File: src/ssp_regs.svh
/*
  Register offsets, field positions, reset values and timing counts of the
  serial port control block. Assumes inclusion by bare name from the design.
*/
`ifndef SSP_REGS_SVH
`define SSP_REGS_SVH

`define SSP_OFF_CTRL0 12'h000
`define SSP_OFF_CTRL1 12'h004
`define SSP_OFF_DATA 12'h008
`define SSP_OFF_STAT 12'h00C
`define SSP_OFF_PRESC 12'h010

`define SSP_CTRL0_RESET 32'h0000_0000
`define SSP_CTRL1_RESET 32'h0000_0000
`define SSP_PRESC_RESET 32'h0000_0000

`define SSP_C0_SIZE_LSB 0
`define SSP_C0_SIZE_MSB 3
`define SSP_C0_FMT_LSB 4
`define SSP_C0_FMT_MSB 5
`define SSP_C0_POL_BIT 6
`define SSP_C0_PHASE_BIT 7
`define SSP_C0_RATE_LSB 8
`define SSP_C0_RATE_MSB 15

`define SSP_C1_LOOP_BIT 0
`define SSP_C1_EN_BIT 1
`define SSP_C1_MS_BIT 2
`define SSP_C1_SOD_BIT 3
`define SSP_C1_WIDTH 4

`define SSP_SIZE_MIN 4'h3
`define SSP_CLK_PERIOD_NS 25
`define SSP_LINK_PERIOD_NS 200

`endif

File: src/ssp_pkg.sv
/*
  Types shared by the serial port control design.
  Assumes the constants header is compiled alongside.
*/
package ssp_pkg;
  typedef enum logic [1:0] {
    SSP_FMT_SPI = 2'h0,
    SSP_FMT_SYNC = 2'h1,
    SSP_FMT_CMD3 = 2'h2,
    SSP_FMT_RSVD = 2'h3
  } ssp_format_t;

  typedef enum logic [2:0] {
    SSP_IDLE = 3'b001,
    SSP_SHIFT = 3'b010,
    SSP_DONE = 3'b100
  } ssp_state_t;
endpackage : ssp_pkg

File: src/ssp_buf2.sv
/*
  Two-entry buffer with valid/ready on both sides.
  Assumes one clock and an asynchronous active-low reset.
*/
`timescale 1ns/100ps
module ssp_buf2 #(
  parameter int WIDTH = 16
) (
  input wire logic ref_clk,
  input wire logic reset_n,
  input wire logic inValid,
  output logic inReady,
  input wire logic [WIDTH-1:0] inData,
  output logic outValid,
  input wire logic outReady,
  output logic [WIDTH-1:0] outData
);
  logic [WIDTH-1:0] mem_q [2];
  logic [WIDTH-1:0] mem_d [2];
  logic wrPtr_q, wrPtr_d, rdPtr_q, rdPtr_d;
  logic [1:0] count_q, count_d;
  logic push, pop;

  assign inReady = (count_q != 2'h2);
  assign outValid = (count_q != 2'h0);
  assign outData = mem_q[rdPtr_q];
  assign push = inValid && inReady;
  assign pop = outValid && outReady;

  always_comb
  begin
    mem_d = mem_q;
    wrPtr_d = wrPtr_q;
    rdPtr_d = rdPtr_q;
    if (push)
    begin
      mem_d[wrPtr_q] = inData;
      wrPtr_d = ~wrPtr_q;
    end
    if (pop)
      rdPtr_d = ~rdPtr_q;
    count_d = count_q + {1'b0, push} - {1'b0, pop};
  end

  always_ff @(posedge ref_clk or negedge reset_n)
  begin
    if (!reset_n)
    begin
      mem_q[0] <= '0;
      mem_q[1] <= '0;
      wrPtr_q <= 1'b0;
      rdPtr_q <= 1'b0;
      count_q <= 2'h0;
    end
    else
    begin
      mem_q <= mem_d;
      wrPtr_q <= wrPtr_d;
      rdPtr_q <= rdPtr_d;
      count_q <= count_d;
    end
  end
endmodule : ssp_buf2

File: src/ssp_port.sv
/*
  Synchronous serial port with its two control registers on APB.
  Master mode divides ref_clk into the serial clock; slave mode samples the
  external serial clock and frame pins through synchronisers.
  Assumes an APB master on ref_clk and a link clock well below ref_clk/4.
*/
// Register access over APB was decided locally.
`include "ssp_regs.svh"
`timescale 1ns/100ps
module ssp_port
  import ssp_pkg::*;
(
  input wire logic ref_clk,
  input wire logic reset_n,
  input wire logic psel,
  input wire logic penable,
  input wire logic pwrite,
  input wire logic [11:0] paddr,
  input wire logic [31:0] pwdata,
  output logic [31:0] prdata,
  output logic pready,
  output logic pslverr,
  output logic serialClockOut,
  output logic serialClockOe,
  input wire logic serialClockIn,
  output logic frameOut,
  output logic frameOe,
  input wire logic frameIn,
  output logic serialTxOut,
  output logic serialTxOe,
  input wire logic serialRxIn,
  output logic rxValid,
  input wire logic rxReady,
  output logic [15:0] rxData
);
  logic [15:0] ctrl0_q, ctrl0_d;
  logic [`SSP_C1_WIDTH-1:0] ctrl1_q, ctrl1_d;
  logic [7:0] presc_q, presc_d;
  logic [15:0] txWord_q, txWord_d;
  logic txFull_q, txFull_d;
  ssp_state_t state_q, state_d;
  logic [15:0] txShift_q, txShift_d;
  logic [15:0] rxShift_q, rxShift_d;
  logic [4:0] bitCnt_q, bitCnt_d;
  logic [15:0] divCnt_q, divCnt_d;
  logic sclk_q, sclk_d;
  logic frame_q, frame_d;
  logic sclkPrev_q, sclkPrev_d;
  logic [2:0] pinSync;
  logic sclkS, frameS, rxS;
  logic isMaster, isSlave;
  logic enabled, loopback, slave_output_disable;
  ssp_format_t fmt;
  logic [4:0] frameLen;
  logic halfTick, riseEdge, fallEdge, captureEdge, launchEdge;
  logic bitIn, busy;
  logic pushValid, pushReady;
  logic apbWrite, apbRead;
  logic dataRead;

  assign fmt = ssp_format_t'(ctrl0_q[`SSP_C0_FMT_MSB:`SSP_C0_FMT_LSB]);
  // Reserved sizes below four bits are not trapped; software must avoid them
  assign frameLen = {1'b0, ctrl0_q[`SSP_C0_SIZE_MSB:`SSP_C0_SIZE_LSB]} + 5'h01;
  assign slave_output_disable = ctrl1_q[`SSP_C1_SOD_BIT];
  assign isSlave = ctrl1_q[`SSP_C1_MS_BIT];
  assign isMaster = !isSlave;
  assign enabled = ctrl1_q[`SSP_C1_EN_BIT];
  assign loopback = ctrl1_q[`SSP_C1_LOOP_BIT];
  // Busy covers the wait for the trailing edge as well as the bits
  assign busy = (state_q != SSP_IDLE);

  // Pin inputs pass two flops before any logic reads them
  ssp_sync2 #(.WIDTH(3)) u_sync (
    .ref_clk(ref_clk),
    .reset_n(reset_n),
    .asyncIn({serialClockIn, frameIn, serialRxIn}),
    .syncOut(pinSync)
  );
  assign {sclkS, frameS, rxS} = pinSync;

  // APB: zero wait states; unmapped addresses answer with an error
  assign pready = 1'b1;
  assign apbWrite = psel && penable && pwrite;
  assign apbRead = psel && !pwrite;
  // Reading the data register in its access phase takes the word off the buffer
  assign dataRead = psel && penable && !pwrite && (paddr == `SSP_OFF_DATA);

  function automatic logic isMapped(input logic [11:0] addr);
    isMapped = (addr == `SSP_OFF_CTRL0) || (addr == `SSP_OFF_CTRL1) ||
      (addr == `SSP_OFF_DATA) || (addr == `SSP_OFF_STAT) || (addr == `SSP_OFF_PRESC);
  endfunction : isMapped

  assign pslverr = psel && penable && !isMapped(paddr);

  always_comb
  begin
    // Reserved and unused bits read as zero
    prdata = 32'h0000_0000;
    if (!apbRead)
      prdata = 32'h0000_0000;
    else if (paddr == `SSP_OFF_CTRL0)
      prdata = {16'h0000, ctrl0_q};
    else if (paddr == `SSP_OFF_CTRL1)
      prdata = {28'h000_0000, ctrl1_q};
    else if (paddr == `SSP_OFF_DATA)
      prdata = {16'h0000, rxData};
    else if (paddr == `SSP_OFF_STAT)
      prdata = {28'h000_0000, busy, rxValid, txFull_q, !txFull_q};
    else if (paddr == `SSP_OFF_PRESC)
      prdata = {24'h00_0000, presc_q};
  end

  always_comb
  begin
    ctrl0_d = ctrl0_q;
    ctrl1_d = ctrl1_q;
    presc_d = presc_q;
    if (apbWrite && paddr == `SSP_OFF_CTRL0)
      ctrl0_d = pwdata[15:0];
    else if (apbWrite && paddr == `SSP_OFF_CTRL1)
      ctrl1_d = pwdata[`SSP_C1_WIDTH-1:0];
    else if (apbWrite && paddr == `SSP_OFF_PRESC)
      presc_d = pwdata[7:0];
  end

  // Master clock divider: half period = prescale*(1+rate)/2, at least one cycle
  always_comb
  begin
    logic [16:0] halfLen;
    halfLen = 17'({8'h00, presc_q} * ({8'h00, ctrl0_q[`SSP_C0_RATE_MSB:`SSP_C0_RATE_LSB]} +
      16'h0001)) >> 1;
    if (halfLen == 17'h0)
      halfLen = 17'h1;
    halfTick = (divCnt_q == 16'(halfLen - 17'h1));
  end

  // Edge roles: master uses its own toggles, slave uses the synchronised pin
  always_comb
  begin
    riseEdge = isMaster ? (halfTick && !sclk_q) : (sclkS && !sclkPrev_q);
    fallEdge = isMaster ? (halfTick && sclk_q) : (!sclkS && sclkPrev_q);
    // SPI with high idle captures on falling edges; other formats capture on rising
    if (fmt == SSP_FMT_SPI && ctrl0_q[`SSP_C0_POL_BIT])
    begin
      captureEdge = fallEdge;
      launchEdge = riseEdge;
    end
    else
    begin
      captureEdge = riseEdge;
      launchEdge = fallEdge;
    end
    bitIn = loopback ? txShift_q[15] : rxS;
  end

  // Frame sequencer: IDLE loads the shifter, SHIFT moves one bit per clock pair,
  // DONE hands the word on, a master only after waiting for the trailing edge
  always_comb
  begin
    state_d = state_q;
    txShift_d = txShift_q;
    rxShift_d = rxShift_q;
    bitCnt_d = bitCnt_q;
    // Divider runs only while a master frame is in progress
    divCnt_d = (busy && isMaster && !halfTick) ? divCnt_q + 16'h0001 : 16'h0000;
    sclk_d = sclk_q;
    frame_d = frame_q;
    sclkPrev_d = sclkS;
    txWord_d = txWord_q;
    txFull_d = txFull_q;
    pushValid = 1'b0;
    // A write while a word is still pending is dropped, not queued
    if (apbWrite && paddr == `SSP_OFF_DATA && !txFull_q)
    begin
      txWord_d = pwdata[15:0];
      txFull_d = 1'b1;
    end
    case (state_q)
      SSP_IDLE:
      begin
        sclk_d = (fmt == SSP_FMT_SPI) && ctrl0_q[`SSP_C0_POL_BIT];
        frame_d = 1'b0;
        if (enabled && txFull_q && (isMaster || frameS) && pushReady)
        begin
          txShift_d = txWord_q << (5'h10 - frameLen);
          txFull_d = 1'b0;
          // Cleared so that short words come out right-justified
          rxShift_d = 16'h0000;
          bitCnt_d = 5'h00;
          frame_d = 1'b1;
          state_d = SSP_SHIFT;
        end
      end
      SSP_SHIFT:
      begin
        if (isMaster && halfTick)
          sclk_d = !sclk_q;
        if (captureEdge)
        begin
          rxShift_d = {rxShift_q[14:0], bitIn};
          bitCnt_d = bitCnt_q + 5'h01;
        end
        if (launchEdge && bitCnt_q != 5'h00)
          txShift_d = {txShift_q[14:0], 1'b0};
        if (captureEdge && bitCnt_q + 5'h01 == frameLen)
          state_d = SSP_DONE;
        // Clearing enable mid-frame abandons the word
        if (!enabled)
          state_d = SSP_IDLE;
        // An SPI-format slave whose select drops early gives up the word instead of hanging
        if (isSlave && fmt == SSP_FMT_SPI && !frameS)
        begin
          frame_d = 1'b0;
          state_d = SSP_IDLE;
        end
      end
      SSP_DONE:
      begin
        // A slave hands its word on at once; a master waits for the trailing edge
        if (launchEdge || isSlave)
        begin
          pushValid = 1'b1;
          frame_d = 1'b0;
          state_d = SSP_IDLE;
        end
      end
      default:
        state_d = SSP_IDLE;
    endcase
  end

  // Registers only; every next value comes from the processes above
  always_ff @(posedge ref_clk or negedge reset_n)
  begin
    if (!reset_n)
    begin
      ctrl0_q <= 16'(`SSP_CTRL0_RESET);
      ctrl1_q <= `SSP_C1_WIDTH'(`SSP_CTRL1_RESET);
      presc_q <= 8'(`SSP_PRESC_RESET);
      txWord_q <= 16'h0000;
      txFull_q <= 1'b0;
      state_q <= SSP_IDLE;
      txShift_q <= 16'h0000;
      rxShift_q <= 16'h0000;
      bitCnt_q <= 5'h00;
      divCnt_q <= 16'h0000;
      sclk_q <= 1'b0;
      frame_q <= 1'b0;
      sclkPrev_q <= 1'b0;
    end
    else
    begin
      ctrl0_q <= ctrl0_d;
      ctrl1_q <= ctrl1_d;
      presc_q <= presc_d;
      txWord_q <= txWord_d;
      txFull_q <= txFull_d;
      state_q <= state_d;
      txShift_q <= txShift_d;
      rxShift_q <= rxShift_d;
      bitCnt_q <= bitCnt_d;
      divCnt_q <= divCnt_d;
      sclk_q <= sclk_d;
      frame_q <= frame_d;
      sclkPrev_q <= sclkPrev_d;
    end
  end

  // Received words are right-justified by the left shift into rxShift
  ssp_buf2 #(.WIDTH(16)) u_rxbuf (
    .ref_clk(ref_clk),
    .reset_n(reset_n),
    .inValid(pushValid),
    .inReady(pushReady),
    .inData(rxShift_q),
    .outValid(rxValid),
    .outReady(rxReady || dataRead),
    .outData(rxData)
  );

  // Pin drivers: clock and frame are driven only by a master
  assign serialClockOut = sclk_q;
  assign serialClockOe = isMaster;
  assign frameOut = frame_q;
  assign frameOe = isMaster;
  assign serialTxOut = txShift_q[15];
  // Slaves sharing one line must release it; a slave in loopback keeps off it too
  assign serialTxOe = isMaster || !(slave_output_disable || loopback);
endmodule : ssp_port

File: src/ssp_sync2.sv
/*
  Two flip-flop synchroniser for pin-level inputs.
  Assumes the input is asynchronous to ref_clk.
*/
`timescale 1ns/100ps
module ssp_sync2 #(
  parameter int WIDTH = 1
) (
  input wire logic ref_clk,
  input wire logic reset_n,
  input wire logic [WIDTH-1:0] asyncIn,
  output logic [WIDTH-1:0] syncOut
);
  logic [WIDTH-1:0] stage1_q, stage2_q;

  assign syncOut = stage2_q;

  always_ff @(posedge ref_clk or negedge reset_n)
  begin
    if (!reset_n)
    begin
      stage1_q <= '0;
      stage2_q <= '0;
    end
    else
    begin
      stage1_q <= asyncIn;
      stage2_q <= stage1_q;
    end
  end
endmodule : ssp_sync2

File: config.mk
export PLATFORM = sky130hd
export DESIGN_NAME = ssp_port
export DESIGN_NICKNAME = d
export VERILOG_FILES = /design/src/ssp_pkg.sv /design/src/ssp_buf2.sv /design/src/ssp_port.sv /design/src/ssp_sync2.sv
export VERILOG_INCLUDE_DIRS = /design/src
export SDC_FILE = /design/constraint.sdc
export NUM_CORES = 1
export LEC_CHECK = 0
export BUFFER_PORTS_ARGS = -buffer_cell sky130_fd_sc_hd__buf_2
export CORE_AREA = 2 2 160 162
export DETAILED_ROUTE_END_ITERATION = 7
export DIE_AREA = 0 0 162 164
export GPL_ROUTABILITY_DRIVEN = 0
export HOLD_SLACK_MARGIN = 0.1
export PLACE_DENSITY = 0.67
export SETUP_SLACK_MARGIN = 0.2
export SLEW_MARGIN = 20
export SYNTH_ARGS = -nofsm -noshare
export SYNTH_HDL_FRONTEND = slang
export SYNTH_SLANG_ARGS = --single-unit
File: constraint.sdc
create_clock -name ref_clk -period 8.65 [get_ports ref_clk]
set_input_delay 1.2975 -clock ref_clk [delete_from_list [all_inputs] [get_ports ref_clk]]
set_output_delay 1.2975 -clock ref_clk [all_outputs]
set_load 0.02 [all_outputs]
==> Word level (Yosys, flattened, before mapping) <==
Index checks and enable logic that the tools add are counted.
{ "classes": {"eq_ne": 18, "shift": 1, "mul": 1, "addsub": 8, "n_reduce_logical": 62, "bitwise": 6, "n_lt_le_gt_ge": 3, "muxes": 45} }
{ "ops": {"columns": ["operator", "n"], "rows": [
  ["16-bit 2-to-1 mux", 14],
  ["16-bit case mux with 2 select lines", 2],
  ["32-bit bitwise mux", 1],
  ["1-bit logical AND", 29],
  ["12-bit by 4-bit == test with 1-bit output, second input constant", 2],
  ["17-bit zero test", 1],
  ["8-bit by 9-bit multiplier with 17-bit output", 1],
  ["16-bit by 1-bit adder with 16-bit output, second input constant", 1],
  ["16-bit demux with 1-bit select", 1],
  ["16-bit == test", 1],
  ["8-bit 2-to-1 mux", 2],
  ["16-bit by 5-bit << shifter with 16-bit output", 1],
  ["16-bit by 1-bit subtractor with 16-bit output, second input constant", 1],
  ["3-bit 2-to-1 mux", 5],
  ["3-bit AND reduction", 5],
  ["1-bit 2-to-1 mux", 14],
  ["2-bit inequality test, second input constant", 7],
  ["12-bit by 3-bit == test with 1-bit output, second input constant", 1],
  ["12-bit by 5-bit == test with 1-bit output, second input constant", 1],
  ["12-bit zero test", 1],
  ["1-bit zero test", 10],
  ["5-bit 2-to-1 mux", 2],
  ["5-bit case mux with 2 select lines", 1],
  ["8-bit by 1-bit adder with 9-bit output, second input constant", 1],
  ["24 further kinds", 39]
]} }
{ "word_totals": {"regBits": 146, "output_inout_bits": 57, "wordCells": 164} }

==> Logic depth before layout (Yosys ltp) <==
Gate-level depths: netlist of the first run.
{ "logic_depth": {"ltp_word": 15, "mapped_depth": 34, "mapped_depth_nobuf": 33} }

==> Modules after synthesis <==
Synthesis of the first run repeated with hierarchy kept, for this count alone.
{ "hier_totals": {"cells_unflattened": 1112, "area_unflattened_um2": 11195.7} }
{ "by_module_without_submodules": {"columns": ["mod", "area_each_um2", "instances", "cells_each"], "rows": [
  ["ssp_port", 9362.7, 1, 998],
  ["ssp_buf2", 1682.9, 1, 108],
  ["ssp_sync2", 150.1, 1, 6]
]} }

==> Least setup slack after synthesis of the first run <==
No wires, ideal clock.
{ "synth_path": {"path_kind": "register -> register", "start": "register ctrl0_q[8]", "end": "register u_rxbuf.mem_q[23] (netlist bit)", "stages_incl_launch_ff": 32, "setup_time_ns": 0.125, "arrival_ns": 8.235, "path_slack_ns": 0.289, "synth_period_minus_slack_ns": 8.361, "t_required_ns": 8.525, "cell_sequence": "dfrtp_1 clkbuf_1 nand3_1 xnor2_1 nand2_1 fa_1 fa_1 fa_1 fa_1 inv_1 ha_1 buf_6 a21o_1 a21o_1 o21a_1 o311ai_2 nor4_1 a31oi_1 ha_1 nand3b_1 nand2b_1 a21oi_1 o211ai_1 and2_1 or3_1 a31oi_1 nand4_1 o31a_4 or3_1 buf_6 buf_12 mux2_4"} }
{ "synth_via": {"elab_chain_cells": 13, "word_cells_on_any_way": 15, "cone_classes": "add/sub (2); mul (1); eq/ne (1); mux (6); reduce/logical (5)"} }
{ "synth_lines": {"columns": ["item", "line", "source"], "rows": [
  ["start: declaration", "ssp_port.sv:36", "logic [15:0] ctrl0_q, ctrl0_d;"],
  ["start signal: assignment", "ssp_port.sv:237", "ctrl0_q <= 16'(`SSP_CTRL0_RESET);"],
  ["start signal: assignment", "ssp_port.sv:253", "ctrl0_q <= ctrl0_d;"],
  ["8-bit by 1-bit adder with 9-bit output (*)", "ssp_port.sv:130", "halfLen = 17'({8'h00, presc_q} * ({8'h00, ctrl0_q[`SSP_C0_RATE_MSB:`SSP_C0_RATE_LSB]} +"],
  ["8-bit by 9-bit multiplier with 17-bit output (*)", "ssp_port.sv:130", null],
  ["17-bit zero test", "ssp_port.sv:132", "if (halfLen == 17'h0)"],
  ["16-bit 2-to-1 mux (*)", "ssp_port.sv:132", null],
  ["16-bit by 1-bit subtractor with 16-bit output (*)", "ssp_port.sv:134", "halfTick = (divCnt_q == 16'(halfLen - 17'h1));"],
  ["16-bit == test (*)", "ssp_port.sv:134", null],
  ["1-bit logical AND, on equally long branches", "ssp_port.sv:141, ssp_port.sv:140", null],
  ["1-bit 2-to-1 mux, on equally long branches", "ssp_port.sv:141, ssp_port.sv:140", null],
  ["1-bit 2-to-1 mux (*)", "ssp_port.sv:143", "if (fmt == SSP_FMT_SPI && ctrl0_q[`SSP_C0_POL_BIT])"],
  ["1-bit logical OR (*)", "ssp_port.sv:220", "if (launchEdge || isSlave)"],
  ["1-bit 2-to-1 mux (*)", "ssp_port.sv:220", null],
  ["1-bit 2-to-1 mux (*)", "ssp_port.sv:178", "case (state_q)"],
  ["1-bit logical AND (*)", "ssp_buf2.sv:27", "assign push = inValid && inReady;"],
  ["end signal: assignment", "ssp_buf2.sv:57", "mem_q <= mem_d;"],
  ["end: declaration", "ssp_buf2.sv:18", "logic [WIDTH-1:0] mem_q [2];"]
]} }
Every way passes the cells marked *; elsewhere a longest branch is shown, timed or not.
A chain may end at the register's enable or synchronous reset.

==> Worst setup path after layout of the first run <==
{ "layout_path": {"start": "register ctrl0_q[9]", "end": "register u_rxbuf.mem_q[25] (netlist bit)"} }
Same word-level chain as after synthesis.

==> results of run 1 <==
[worst max-delay path, delay by kind of cell, from the launching register on]
family                     cells  cell delay, ps
adders and majority gates      6            2520
and+or+nand+nor               10            1970
AOI/OAI and AO/OA              7            1810
buffers and inverters          5             740
DFF                            1             450
muxes                          1             300
xor gates and xnor gates       2             290
[Yosys cell counts (14+ instances only)]
cell type | instances | area [sq um]
a21oi_1 | 16 | 80.08
and2_1 | 36 | 225.2
buf_4 | 18 | 135.1
clkbuf_1 | 39 | 146.4
dfrtp_1 | 145 | 3628
fa_1 | 42 | 840.8
ha_1 | 45 | 563.0
inv_1 | 87 | 326.6
mux2_2 | 102 | 1149
mux2i_1 | 38 | 380.4
nand2_1 | 99 | 371.6
nand2b_1 | 17 | 106.4
nand3_1 | 29 | 145.1
nor2_1 | 68 | 255.2
nor3_1 | 17 | 85.08
o211ai_1 | 14 | 105.1
o21ai_0 | 34 | 170.2
xnor2_1 | 37 | 324.1
xor2_1 | 21 | 183.9
[worst max-delay path by stage]
stage / slack [ps] / end / cells past startpoint / from
floorplan: 290 / u_rxbuf.mem_q[23]$_DFFE_PN0P_ / 31 / ctrl0_q[8]$_DFFE_PN0P_
global placement: -50 / u_rxbuf.mem_q[23]$_DFFE_PN0P_ / 32 / ctrl0_q[9]$_DFFE_PN0P_
detailed placement: -140 / u_rxbuf.mem_q[29]$_DFFE_PN0P_ / 32 / ctrl0_q[9]$_DFFE_PN0P_
CTS: 230 / u_rxbuf.mem_q[25]$_DFFE_PN0P_ / 31 / ctrl0_q[9]$_DFFE_PN0P_
global route: 150 / u_rxbuf.mem_q[23]$_DFFE_PN0P_ / 32 / ctrl0_q[13]$_DFFE_PN0P_
finish: 460 / u_rxbuf.mem_q[25]$_DFFE_PN0P_ / 31 / ctrl0_q[9]$_DFFE_PN0P_
[layout make-up]
class / instances / area [sq um]
Fill cell: 2237 / 11960
Multi-Input combinational cell: 805 / 6953
Sequential cell: 146 / 3662
Timing Repair Buffer: 135 / 890.9
Clock buffer: 18 / 439.2
Tap cell: 330 / 412.9
Inverter: 87 / 326.6
Clock inverter: 14 / 162.7
Antenna cell: 3 / 7.507
[metal layers]
metal,part of all wire,vias to the layer above,track usage,wire [microns]
met3,0.066,44,0.05101,1782
met5,0.0025,-,0,66
met1,0.43,4229,0.2725,11580
met2,0.48,245,0.3358,12890
met4,0.021,12,0.06275,571
li1,-,3981,-,-
[repair_timing]
action	CTS	global route
setup endpoints to repair	52	90
gates resized for setup	8	31
pin swaps	4	18
buffers inserted	5	11
[state kept, by name (all words and copies together), names as in the netlist]
register / flops
ctrl1_q: 4
serialClockOut: 1
frameOut: 1
u_rxbuf.wrPtr_q: 1
u_sync.stage1_q: 3
divCnt_q: 16
txFull_q: 1
u_rxbuf.count_q: 2
rxShift_q: 16
txShift_q: 16
txWord_q: 16
state_q: 3
presc_q: 8
bitCnt_q: 5
sclkPrev_q: 1
ctrl0_q: 16
u_rxbuf.rdPtr_q: 1
u_rxbuf.mem_q: 32
u_sync.syncOut: 3
[per-stage QoR]
stage | TNS (ps) | power, mW
floorplan | 0 | 0.7781
global route | 0 | 1.603
CTS | 0 | 1.563
finish | 0 | 1.552
global placement | -571.1 | 0.8141
detailed placement | -2438 | 0.8168
[power groups by stage]
stage               Clock [mW]  Sequential, mW  Combinational [mW]
CTS                      0.758           0.715              0.0892
detailed placement           0           0.728              0.0887
finish                   0.748           0.715              0.0891
floorplan                    0           0.710              0.0686
global placement             0           0.728              0.0863
global route             0.788           0.717              0.0987
[logic make-up after synthesis]
group / after synthesis / synth area share
and+or+nand+nor: 332 / 0.1513
muxes: 163 / 0.1784
buffers and inverters: 155 / 0.06352
AOI/OAI and AO/OA: 146 / 0.09790
DFF: 146 / 0.3313
adders and majority gates: 87 / 0.1273
xor gates and xnor gates: 60 / 0.04957
other: 2 / 0.0006808
==> results by group, run 1 <==
STA
  – Final setup fails: 0
  – Least-Margin Pin Slew: 1110 ps
  – Slew HR: 0.2578
  – Final hold violation count: 0
  – Hold WS: 352.9 ps
  – Max Fclk: 122.1 MHz
  – Period utilization: 0.9466
  – Skew final: 11.28 ps
  – Final setup margin: 462.2 ps
  – RSZ-0062 raised after global routing: false
  – Period minus WS final: 8188 ps
  – Final Max Tran Viols: 0

Pwr
  – Clk pwr share: 0.482
  – Pwr per Cell Area: 120.8 mW/mm^2
  – P_int: 1.146 mW
  – Switch Pwr: 406.5 uW
  – Comb power frac: 0.057
  – Sw Ratio: 0.2618
  – Sequential share of power: 0.461
  – Maximum VDD drop: 0.1182 mV
  – Static Leak: 6.169 nW

Placed design
  – Cell Area, Placed: 0.01192 sq mm
  – Place WS: -137.9 ps
  – Number of instances in the placed design: 1487
  – Input/output buffers: 76
  – Dpl hpwl: 20200 microns

Worst setup path
  – Max incr delay on CP: 570 ps
  – Crit-path max FO: 16
  – Worst r2r src: ctrl0_q[9]$_DFFE_PN0P_
  – Worst setup EP type: flip-flop
  – Worst path required time: 8960 ps
  – Setup Crit Path Kind: reg -> reg
  – WP data arrival: 8490 ps
  – Worst-case reg-to-reg path depth: 31
  – Critical path's most frequent cell: fa_1
  – Crit-path slowest cell: fa_1
  – CP startpoint kind: flip-flop
  – Flop2flop setup slack: 460 ps
  – Reg2reg end: u_rxbuf.mem_q[25]$_DFFE_PN0P_

Hold path
  – Hold path start: u_sync.stage1_q[0]$_DFF_PN0_
  – Hold Crit Endpoint: u_sync.syncOut[0]$_DFF_PN0_
  – Worst Hold Depth: 0
  – Hold Path Class: reg -> reg

Global routing
  – Initial antenna violation count: 8
  – Largest net degree at the start of global routing: 75
  – Overall routing resource usage: 0.2062
  – Grt total ovfl: 0
  – Vias in the first global route: 8378
  – First-pass GRT wire length: 43450 microns

Logic synthesis
  – Register area share after synthesis: 0.3313
  – Synth cell types: 75
  – Async SR Flop Fraction: 1.000
  – Number of synthesized flops with an enable pin: 0
  – Synthesis-stage register bit count: 146
  – Post-synthesis cell area: 0.01103 sq mm
  – Warnings from Yosys: 0
  – Synthesized area per cell: 10.11 sq um
  – Ys flop type: dfrtp_1
  – Gate Count Post-Synth: 1091

CTS
  – CTS tree: built
  – Clk root buf: clkbuf_16
  – Num Clock Sinks: 146
  – Clock Path Buffers: 2
  – Clk_lat worst skew: 430 ps
  – CTS H-tree lvls: 4
  – Hold-fix buffers, CTS: 0
  – Cts bufs inserted: 17
  – Worst-path clk slew: 70 ps

Final layout
  – Commonest non-fill, non-tap cell in the layout: dfrtp_1
  – Post-Layout Cell Count: 1538
  – Final core utilization: 0.5179
  – Layout cells sized above 1: 0.2888
  – Final layout net count: 1332
  – Most frequent cells in the layout: 139 x dfrtp_1, 102 x mux2_2, 99 x nand2_1
  – Area Overhead vs Synth: 16.54%
  – Design area: 0.01285 sq mm

Job
  – Max_cap viols: 0

Detailed routing
  – Antenna viol nets, final: 0
  – Initial DRC Count: 732
  – WL final: 26900 microns
  – Via Count: 8511
  – Routed wire per std cell: 17.49 microns
  – Post-DR vias/cell: 5.534
  – First-pass iteration count of the detailed router: 5
  – DRC Markers: 0

Floorplan
  – Die width: 162 microns
  – Row Count: 58
  – Core ar.: 0.02482 sq mm
  – I/O pin cnt: 110
  – Die Y: 164 microns
  – Initial core utilization: 0.4444
  – Die area: 0.02657 sq mm

Run status
  – Status: complete, no violations
(Power assumes the default switching activity.)
==> inputs of run 2 (changes only) <==
--- a/config.mk
+++ b/config.mk
@@ -7,9 +7,9 @@
 export NUM_CORES = 1
 export LEC_CHECK = 0
 export BUFFER_PORTS_ARGS = -buffer_cell sky130_fd_sc_hd__buf_2
-export CORE_AREA = 2 2 160 162
+export CORE_AREA = 2 2 184 141
 export DETAILED_ROUTE_END_ITERATION = 7
-export DIE_AREA = 0 0 162 164
+export DIE_AREA = 0 0 186 143
 export GPL_ROUTABILITY_DRIVEN = 0
 export HOLD_SLACK_MARGIN = 0.1
 export PLACE_DENSITY = 0.67
==> run 2 against run 1 <==
Power rose by 3.7%. Worst setup slack got worse by 55 ps. Maximum frequency fell by 0.67%. Die area rose by 0.11%. First-iteration DRC count rose by 0.55%. Register-to-register slack got worse by 50 ps. Final area rose by 0.74%. Combinational power fell by 1%. Final cell count rose by 0.20%. Critical endpoint is now u_rxbuf.mem_q[26]$_DFFE_PN0P_. Largest cell class unchanged. Highest routed layer unchanged.
==> results by group, run 2 (synthesized netlist as in run 1, its figures left out) <==
Run status
  – Status: complete, no violations

Worst setup path
  – Worst setup EP type: flip-flop
  – Crit-path max FO: 13
  – Crit-path slowest cell: fa_1
  – Max incr delay on CP: 580 ps
  – Critical path's most frequent cell: fa_1
  – WP data arrival: 8550 ps
  – Setup Crit Path Kind: reg -> reg
  – CP startpoint kind: flip-flop
  – Worst path required time: 8960 ps

Final layout
  – Most frequent cells in the layout: 143 x dfrtp_1, 102 x mux2_2, 99 x nand2_1
  – Commonest non-fill, non-tap cell in the layout: dfrtp_1
  – Number of diodes: 0
  – Layout fillers: 2193
  – Biggest register: u_rxbuf.mem_q
  – Area Overhead vs Synth: 17.40%
  – Layout cells sized above 1: 0.2909
  – Final layout net count: 1330
  – Largest register FFs: 32

STA
  – Period utilization: 0.9529
  – Final Max Tran Viols: 0
  – Hold WS: 350.4 ps
  – Slew HR: 0.2686
  – Least-Margin Pin Slew: 1094 ps
  – Skew final: 9.635 ps
  – Setup Total Neg Slack: 0 ps
  – Final setup margin: 407.3 ps
  – Final setup fails: 0
  – Max Fclk: 121.3 MHz
  – Final hold violation count: 0
  – RSZ-0062 raised after global routing: false
  – Period minus WS final: 8243 ps

CTS
  – Num Clock Sinks: 146
  – Clk_lat worst skew: 430 ps
  – Worst-path clk slew: 60 ps
  – CTS H-tree lvls: 4
  – Clock Path Buffers: 2
  – Hold-fix buffers, CTS: 0
  – Clk root buf: clkbuf_16
  – CTS tree: built
  – Cts bufs inserted: 17

Detailed routing
  – Via Count: 8571
  – Routed wire per std cell: 17.83 microns
  – Antenna viol nets, final: 0
  – DRC Markers: 0
  – WL final: 27470 microns
  – Initial DRC Count: 736
  – Post-DR vias/cell: 5.562
  – First-pass iteration count of the detailed router: 5

Pwr
  – Pwr per Cell Area: 124.3 mW/mm^2
  – Sequential share of power: 0.445
  – P_int: 1.239 mW
  – Switch Pwr: 370.2 uW
  – Maximum VDD drop: 0.1299 mV
  – Comb power frac: 0.055
  – Clk pwr share: 0.501
  – Sw Ratio: 0.2301
  – Static Leak: 6.207 nW

Floorplan
  – Initial core utilization: 0.4464
  – Die Y: 143 microns
  – I/O pin cnt: 110
  – Core ar.: 0.02471 sq mm
  – Die area: 0.02660 sq mm
  – Row Count: 50
  – Die width: 186 microns

Hold path
  – Hold Path Class: reg -> reg

Placed design
  – Dpl hpwl: 20320 microns
  – Input/output buffers: 76
  – Place WS: -79.24 ps

Global routing
  – First-pass GRT wire length: 43040 microns
  – Largest net degree at the start of global routing: 75
  – Initial antenna violation count: 2
  – Overall routing resource usage: 0.2099
  – Vias in the first global route: 7884
  – Grt total ovfl: 0

Job
  – Max_cap viols: 0
run 2: changes by cell type in the layout (fill, tap and decap cells not counted), sizes merged:
cell / previous run / this run
bufinv: 1 / 5
clkinv: 5 / 6
inv: 94 / 88
diode: 3 / 0
clkinvlp: 1 / 2
buf: 135 / 133
run 2: worst paths after layout:
check,start,to,slack [ps],depth (start not counted)
worst max register to register,ctrl0_q[9]$_DFFE_PN0P_,u_rxbuf.mem_q[26]$_DFFE_PN0P_,410,31
worst min register to register,u_sync.stage1_q[0]$_DFF_PN0_,u_sync.syncOut[0]$_DFF_PN0_,350,0
min in group asynchronous,reset_n,u_rxbuf.mem_q[25]$_DFFE_PN0P_,890,1
max in group asynchronous,reset_n,ctrl0_q[10]$_DFFE_PN0P_,6270,2
worst max-delay path,ctrl0_q[9]$_DFFE_PN0P_,u_rxbuf.mem_q[26]$_DFFE_PN0P_,410,31
worst min-delay path,u_sync.stage1_q[0]$_DFF_PN0_,u_sync.syncOut[0]$_DFF_PN0_,350,0
run 2: cell type report:
class | instances | area [sq um] | share of cell area
Clock buffer | 18 | 429.2 | 0.03314
Clock inverter | 14 | 211.5 | 0.01633
Inverter | 87 | 326.6 | 0.02522
Sequential cell | 146 | 3657 | 0.2824
Tap cell | 338 | 422.9 | 0.03266
Timing Repair Buffer | 133 | 859.6 | 0.06638
Multi-Input combinational cell | 805 | 7043 | 0.5439
run 2: power groups by stage:
stage / sequential [mW] / clock, mW / combinational [mW]
finish: 0.716 / 0.806 / 0.0879
global route: 0.717 / 0.852 / 0.0989
CTS: 0.716 / 0.819 / 0.0887
detailed placement: 0.728 / 0 / 0.0882
global placement: 0.728 / 0 / 0.0863
floorplan: 0.710 / 0 / 0.0686
run 2: metrics by stage:
stage	util	power [mW]	cells	area [sq um]
after floorplan	-	0.7781	1106	11090
after global placement	0.4798	0.8140	1488	11860
after detailed placement	0.4798	0.8160	1488	11860
after CTS	0.5094	1.623	1524	12590
after global routing	0.5241	1.669	1541	12950
final	0.5241	1.609	1541	12950
run 2: routing by layer:
metal,track usage,part of all wire
met4,0.05263,0.011
met5,0,0.00084
met1,0.3209,0.48
met3,0.04565,0.065
met2,0.2988,0.44
run 2: critical path: cells and delay by family (launching register included):
family                     cells  cell delay (ps)
adders and majority gates      6             2560
and+or+nand+nor               10             2020
AOI/OAI and AO/OA              7             1790
buffers and inverters          5              640
DFF                            1              400
xor gates and xnor gates       2              380
muxes                          1              290
run 2: repair_timing:
action | in CTS | in global routing
resized for setup | 9 | 43
setup endpoints to repair | 48 | 84
pin swaps | 1 | 26
hold endpoints to repair | 0 | 0
buffers inserted | 4 | 17
==> inputs of run 3 (changes only) <==
--- a/config.mk
+++ b/config.mk
@@ -13,6 +13,7 @@
 export GPL_ROUTABILITY_DRIVEN = 0
 export HOLD_SLACK_MARGIN = 0.1
 export PLACE_DENSITY = 0.67
+export REMOVE_ABC_BUFFERS = 1
 export SETUP_SLACK_MARGIN = 0.2
 export SLEW_MARGIN = 20
 export SYNTH_ARGS = -nofsm -noshare
==> run 3 against run 2 <==
Final area shrank 0.12%. Global-route usage grew 0.62 points. Final cell count about the same. Via count fell by 1.0%. Clock power is 5.6% lower. Critical path depth up 2. Critical endpoint is now u_rxbuf.mem_q[27]$_DFFE_PN0P_. Largest cell class unchanged.
==> results by group, run 3 (synthesized netlist as in run 1, its figures left out) <==
CTS
  – CTS H-tree lvls: 4
  – Clock Path Buffers: 2
  – Num Clock Sinks: 146
  – Worst-path clk slew: 80 ps
  – Clk_lat worst skew: 440 ps
  – CTS tree: built
  – Clk root buf: clkbuf_16
  – Cts bufs inserted: 17

Global routing
  – Vias in the first global route: 8164
  – Grt total ovfl: 0
  – Initial antenna violation count: 2
  – First-pass GRT wire length: 44530 microns
  – Overall routing resource usage: 0.2161
  – Largest net degree at the start of global routing: 76

Worst setup path
  – Crit-path slowest cell: fa_1
  – WP data arrival: 8550 ps
  – Crit-path max FO: 17
  – Worst path required time: 8980 ps
  – Critical path's most frequent cell: fa_1
  – Setup Crit Path Kind: reg -> reg
  – Max incr delay on CP: 570 ps
  – CP startpoint kind: flip-flop
  – Worst setup EP type: flip-flop

Detailed routing
  – Routed wire per std cell: 18.08 microns
  – Post-DR vias/cell: 5.510
  – WL final: 27850 microns
  – Antenna viol nets, final: 0
  – Initial DRC Count: 610
  – Via Count: 8485
  – DRC Markers: 0
  – First-pass iteration count of the detailed router: 7

Floorplan
  – Die area: 0.02660 sq mm
  – Initial core utilization: 0.4464
  – I/O pin cnt: 110
  – Row Count: 50
  – Core ar.: 0.02471 sq mm
  – Die Y: 143 microns
  – Die width: 186 microns

STA
  – RSZ-0062 raised after global routing: false
  – Period minus WS final: 8221 ps
  – Final hold violation count: 0
  – Slew HR: 0.2798
  – Period utilization: 0.9504
  – Hold WS: 350.5 ps
  – Setup Total Neg Slack: 0 ps
  – Least-Margin Pin Slew: 1077 ps
  – Final Max Tran Viols: 0
  – Skew final: 13.87 ps
  – Final setup fails: 0
  – Max Fclk: 121.6 MHz

Pwr
  – Maximum VDD drop: 0.1121 mV
  – P_int: 1.119 mW
  – Sequential share of power: 0.456
  – Clk pwr share: 0.486
  – Power, Total: 1.566 mW
  – Switch Pwr: 446.6 uW
  – Pwr per Cell Area: 121.0 mW/mm^2
  – Static Leak: 6.165 nW
  – Sw Ratio: 0.2852
  – Comb power frac: 0.058

Final layout
  – Final layout net count: 1329
  – Commonest non-fill, non-tap cell in the layout: dfrtp_1
  – Area Overhead vs Synth: 17.26%
  – Post-Layout Cell Count: 1540
  – Most frequent cells in the layout: 142 x dfrtp_1, 102 x mux2_2, 99 x nand2_1
  – Largest register FFs: 32
  – Layout cells sized above 1: 0.2903
  – Number of diodes: 0
  – Biggest register: u_rxbuf.mem_q

Run status
  – Status: complete, no violations

Placed design
  – Input/output buffers: 76
  – Number of instances in the placed design: 1488
  – Dpl hpwl: 19940 microns

Job
  – Max_cap viols: 0

Hold path
  – Hold Path Class: reg -> reg
## run 3: cell types whose count changed in the layout (fill, tap and decap cells not counted), moves of 2 or more
cell       before  now
a2111oi_0       4    2
bufinv_16       5    0
clkinv_2        4    0
clkinv_8        0    6
ha_1           39   37
ha_2            2    4
inv_8           0    4
nor2_2          2    0
nor4_2          4    2
nor4_4          1    3
## run 3: cell type report
type	instances	area, sq um
Inverter	87	326.6
Sequential cell	146	3659
Multi-Input combinational cell	805	7056
Fill cell	2199	11780
Clock buffer	17	425.4
Clock inverter	15	185.2
Tap cell	338	422.9
Timing Repair Buffer	132	860.8
## run 3: what timing repair did
item                                   in CTS  in global routing
hold buffers                                0                  0
gates cloned                                0                  0
gates resized for setup                     8                 43
endpoints found under the hold margin       0                  0
setup endpoints to repair                  48                 90
pin swaps                                   3                 18
setup buffers                               1                 18
## run 3: per-stage QoR
| stage | instance area, sq um | util | worst slack, ps |
|---|---|---|---|
| after floorplan | 10710 | - | -430.9 |
| after global placement | 11880 | 0.4808 | 74.15 |
| after detailed placement | 11880 | 0.4808 | -39.70 |
| after CTS | 12540 | 0.5075 | 242.8 |
| after global routing | 12930 | 0.5234 | 92.50 |
| final | 12930 | 0.5234 | 429.3 |
## run 3: power groups by stage
| stage | Sequential, mW | Clock (mW) | Combinational [mW] |
|---|---|---|---|
| 6_report | 0.715 | 0.761 | 0.0904 |
| 5_1_grt | 0.717 | 0.799 | 0.0993 |
| 4_1_cts | 0.714 | 0.770 | 0.0903 |
| 3_5_place_dp | 0.728 | 0 | 0.0901 |
| 3_3_place_gp | 0.728 | 0 | 0.0876 |
| 2_1_floorplan | 0.720 | 0 | 0.0482 |
## run 3: worst max-delay path, delay by kind of cell, from the launching register on
family / cells / cell delay, ps
flops: 1 / 410
mux: 1 / 300
buf+inv: 6 / 700
compound gates: 9 / 2330
simple gates: 9 / 1750
xor+xnor: 1 / 170
fa+ha+maj: 7 / 2440
## run 3: final timing paths
path                                                   start                       endpoint  slack [ps]  cells after the start
worst max-delay path                  ctrl0_q[8]$_DFFE_PN0P_  u_rxbuf.mem_q[27]$_DFFE_PN0P_         430                     33
worst min-delay path            u_sync.stage1_q[1]$_DFF_PN0_    u_sync.syncOut[1]$_DFF_PN0_         350                      0
worst max register to register        ctrl0_q[8]$_DFFE_PN0P_  u_rxbuf.mem_q[27]$_DFFE_PN0P_         430                     33
worst min register to register  u_sync.stage1_q[1]$_DFF_PN0_    u_sync.syncOut[1]$_DFF_PN0_         350                      0
max in group asynchronous                            reset_n         ctrl0_q[8]$_DFFE_PN0P_        6250                      2
min in group asynchronous                            reset_n   u_sync.stage1_q[2]$_DFF_PN0_         880                      1
## run 3: per-layer routing
| metal | up-vias | share of wire | wire [microns] | track usage |
|---|---|---|---|---|
| li1 | 3976 | - | - | - |
| met5 | - | 0.00047 | 13 | 0 |
| met1 | 4266 | 0.48 | 13390 | 0.3281 |
| met2 | 224 | 0.45 | 12580 | 0.3185 |
| met4 | 2 | 0.0061 | 170 | 0.04642 |
| met3 | 17 | 0.061 | 1697 | 0.04157 |
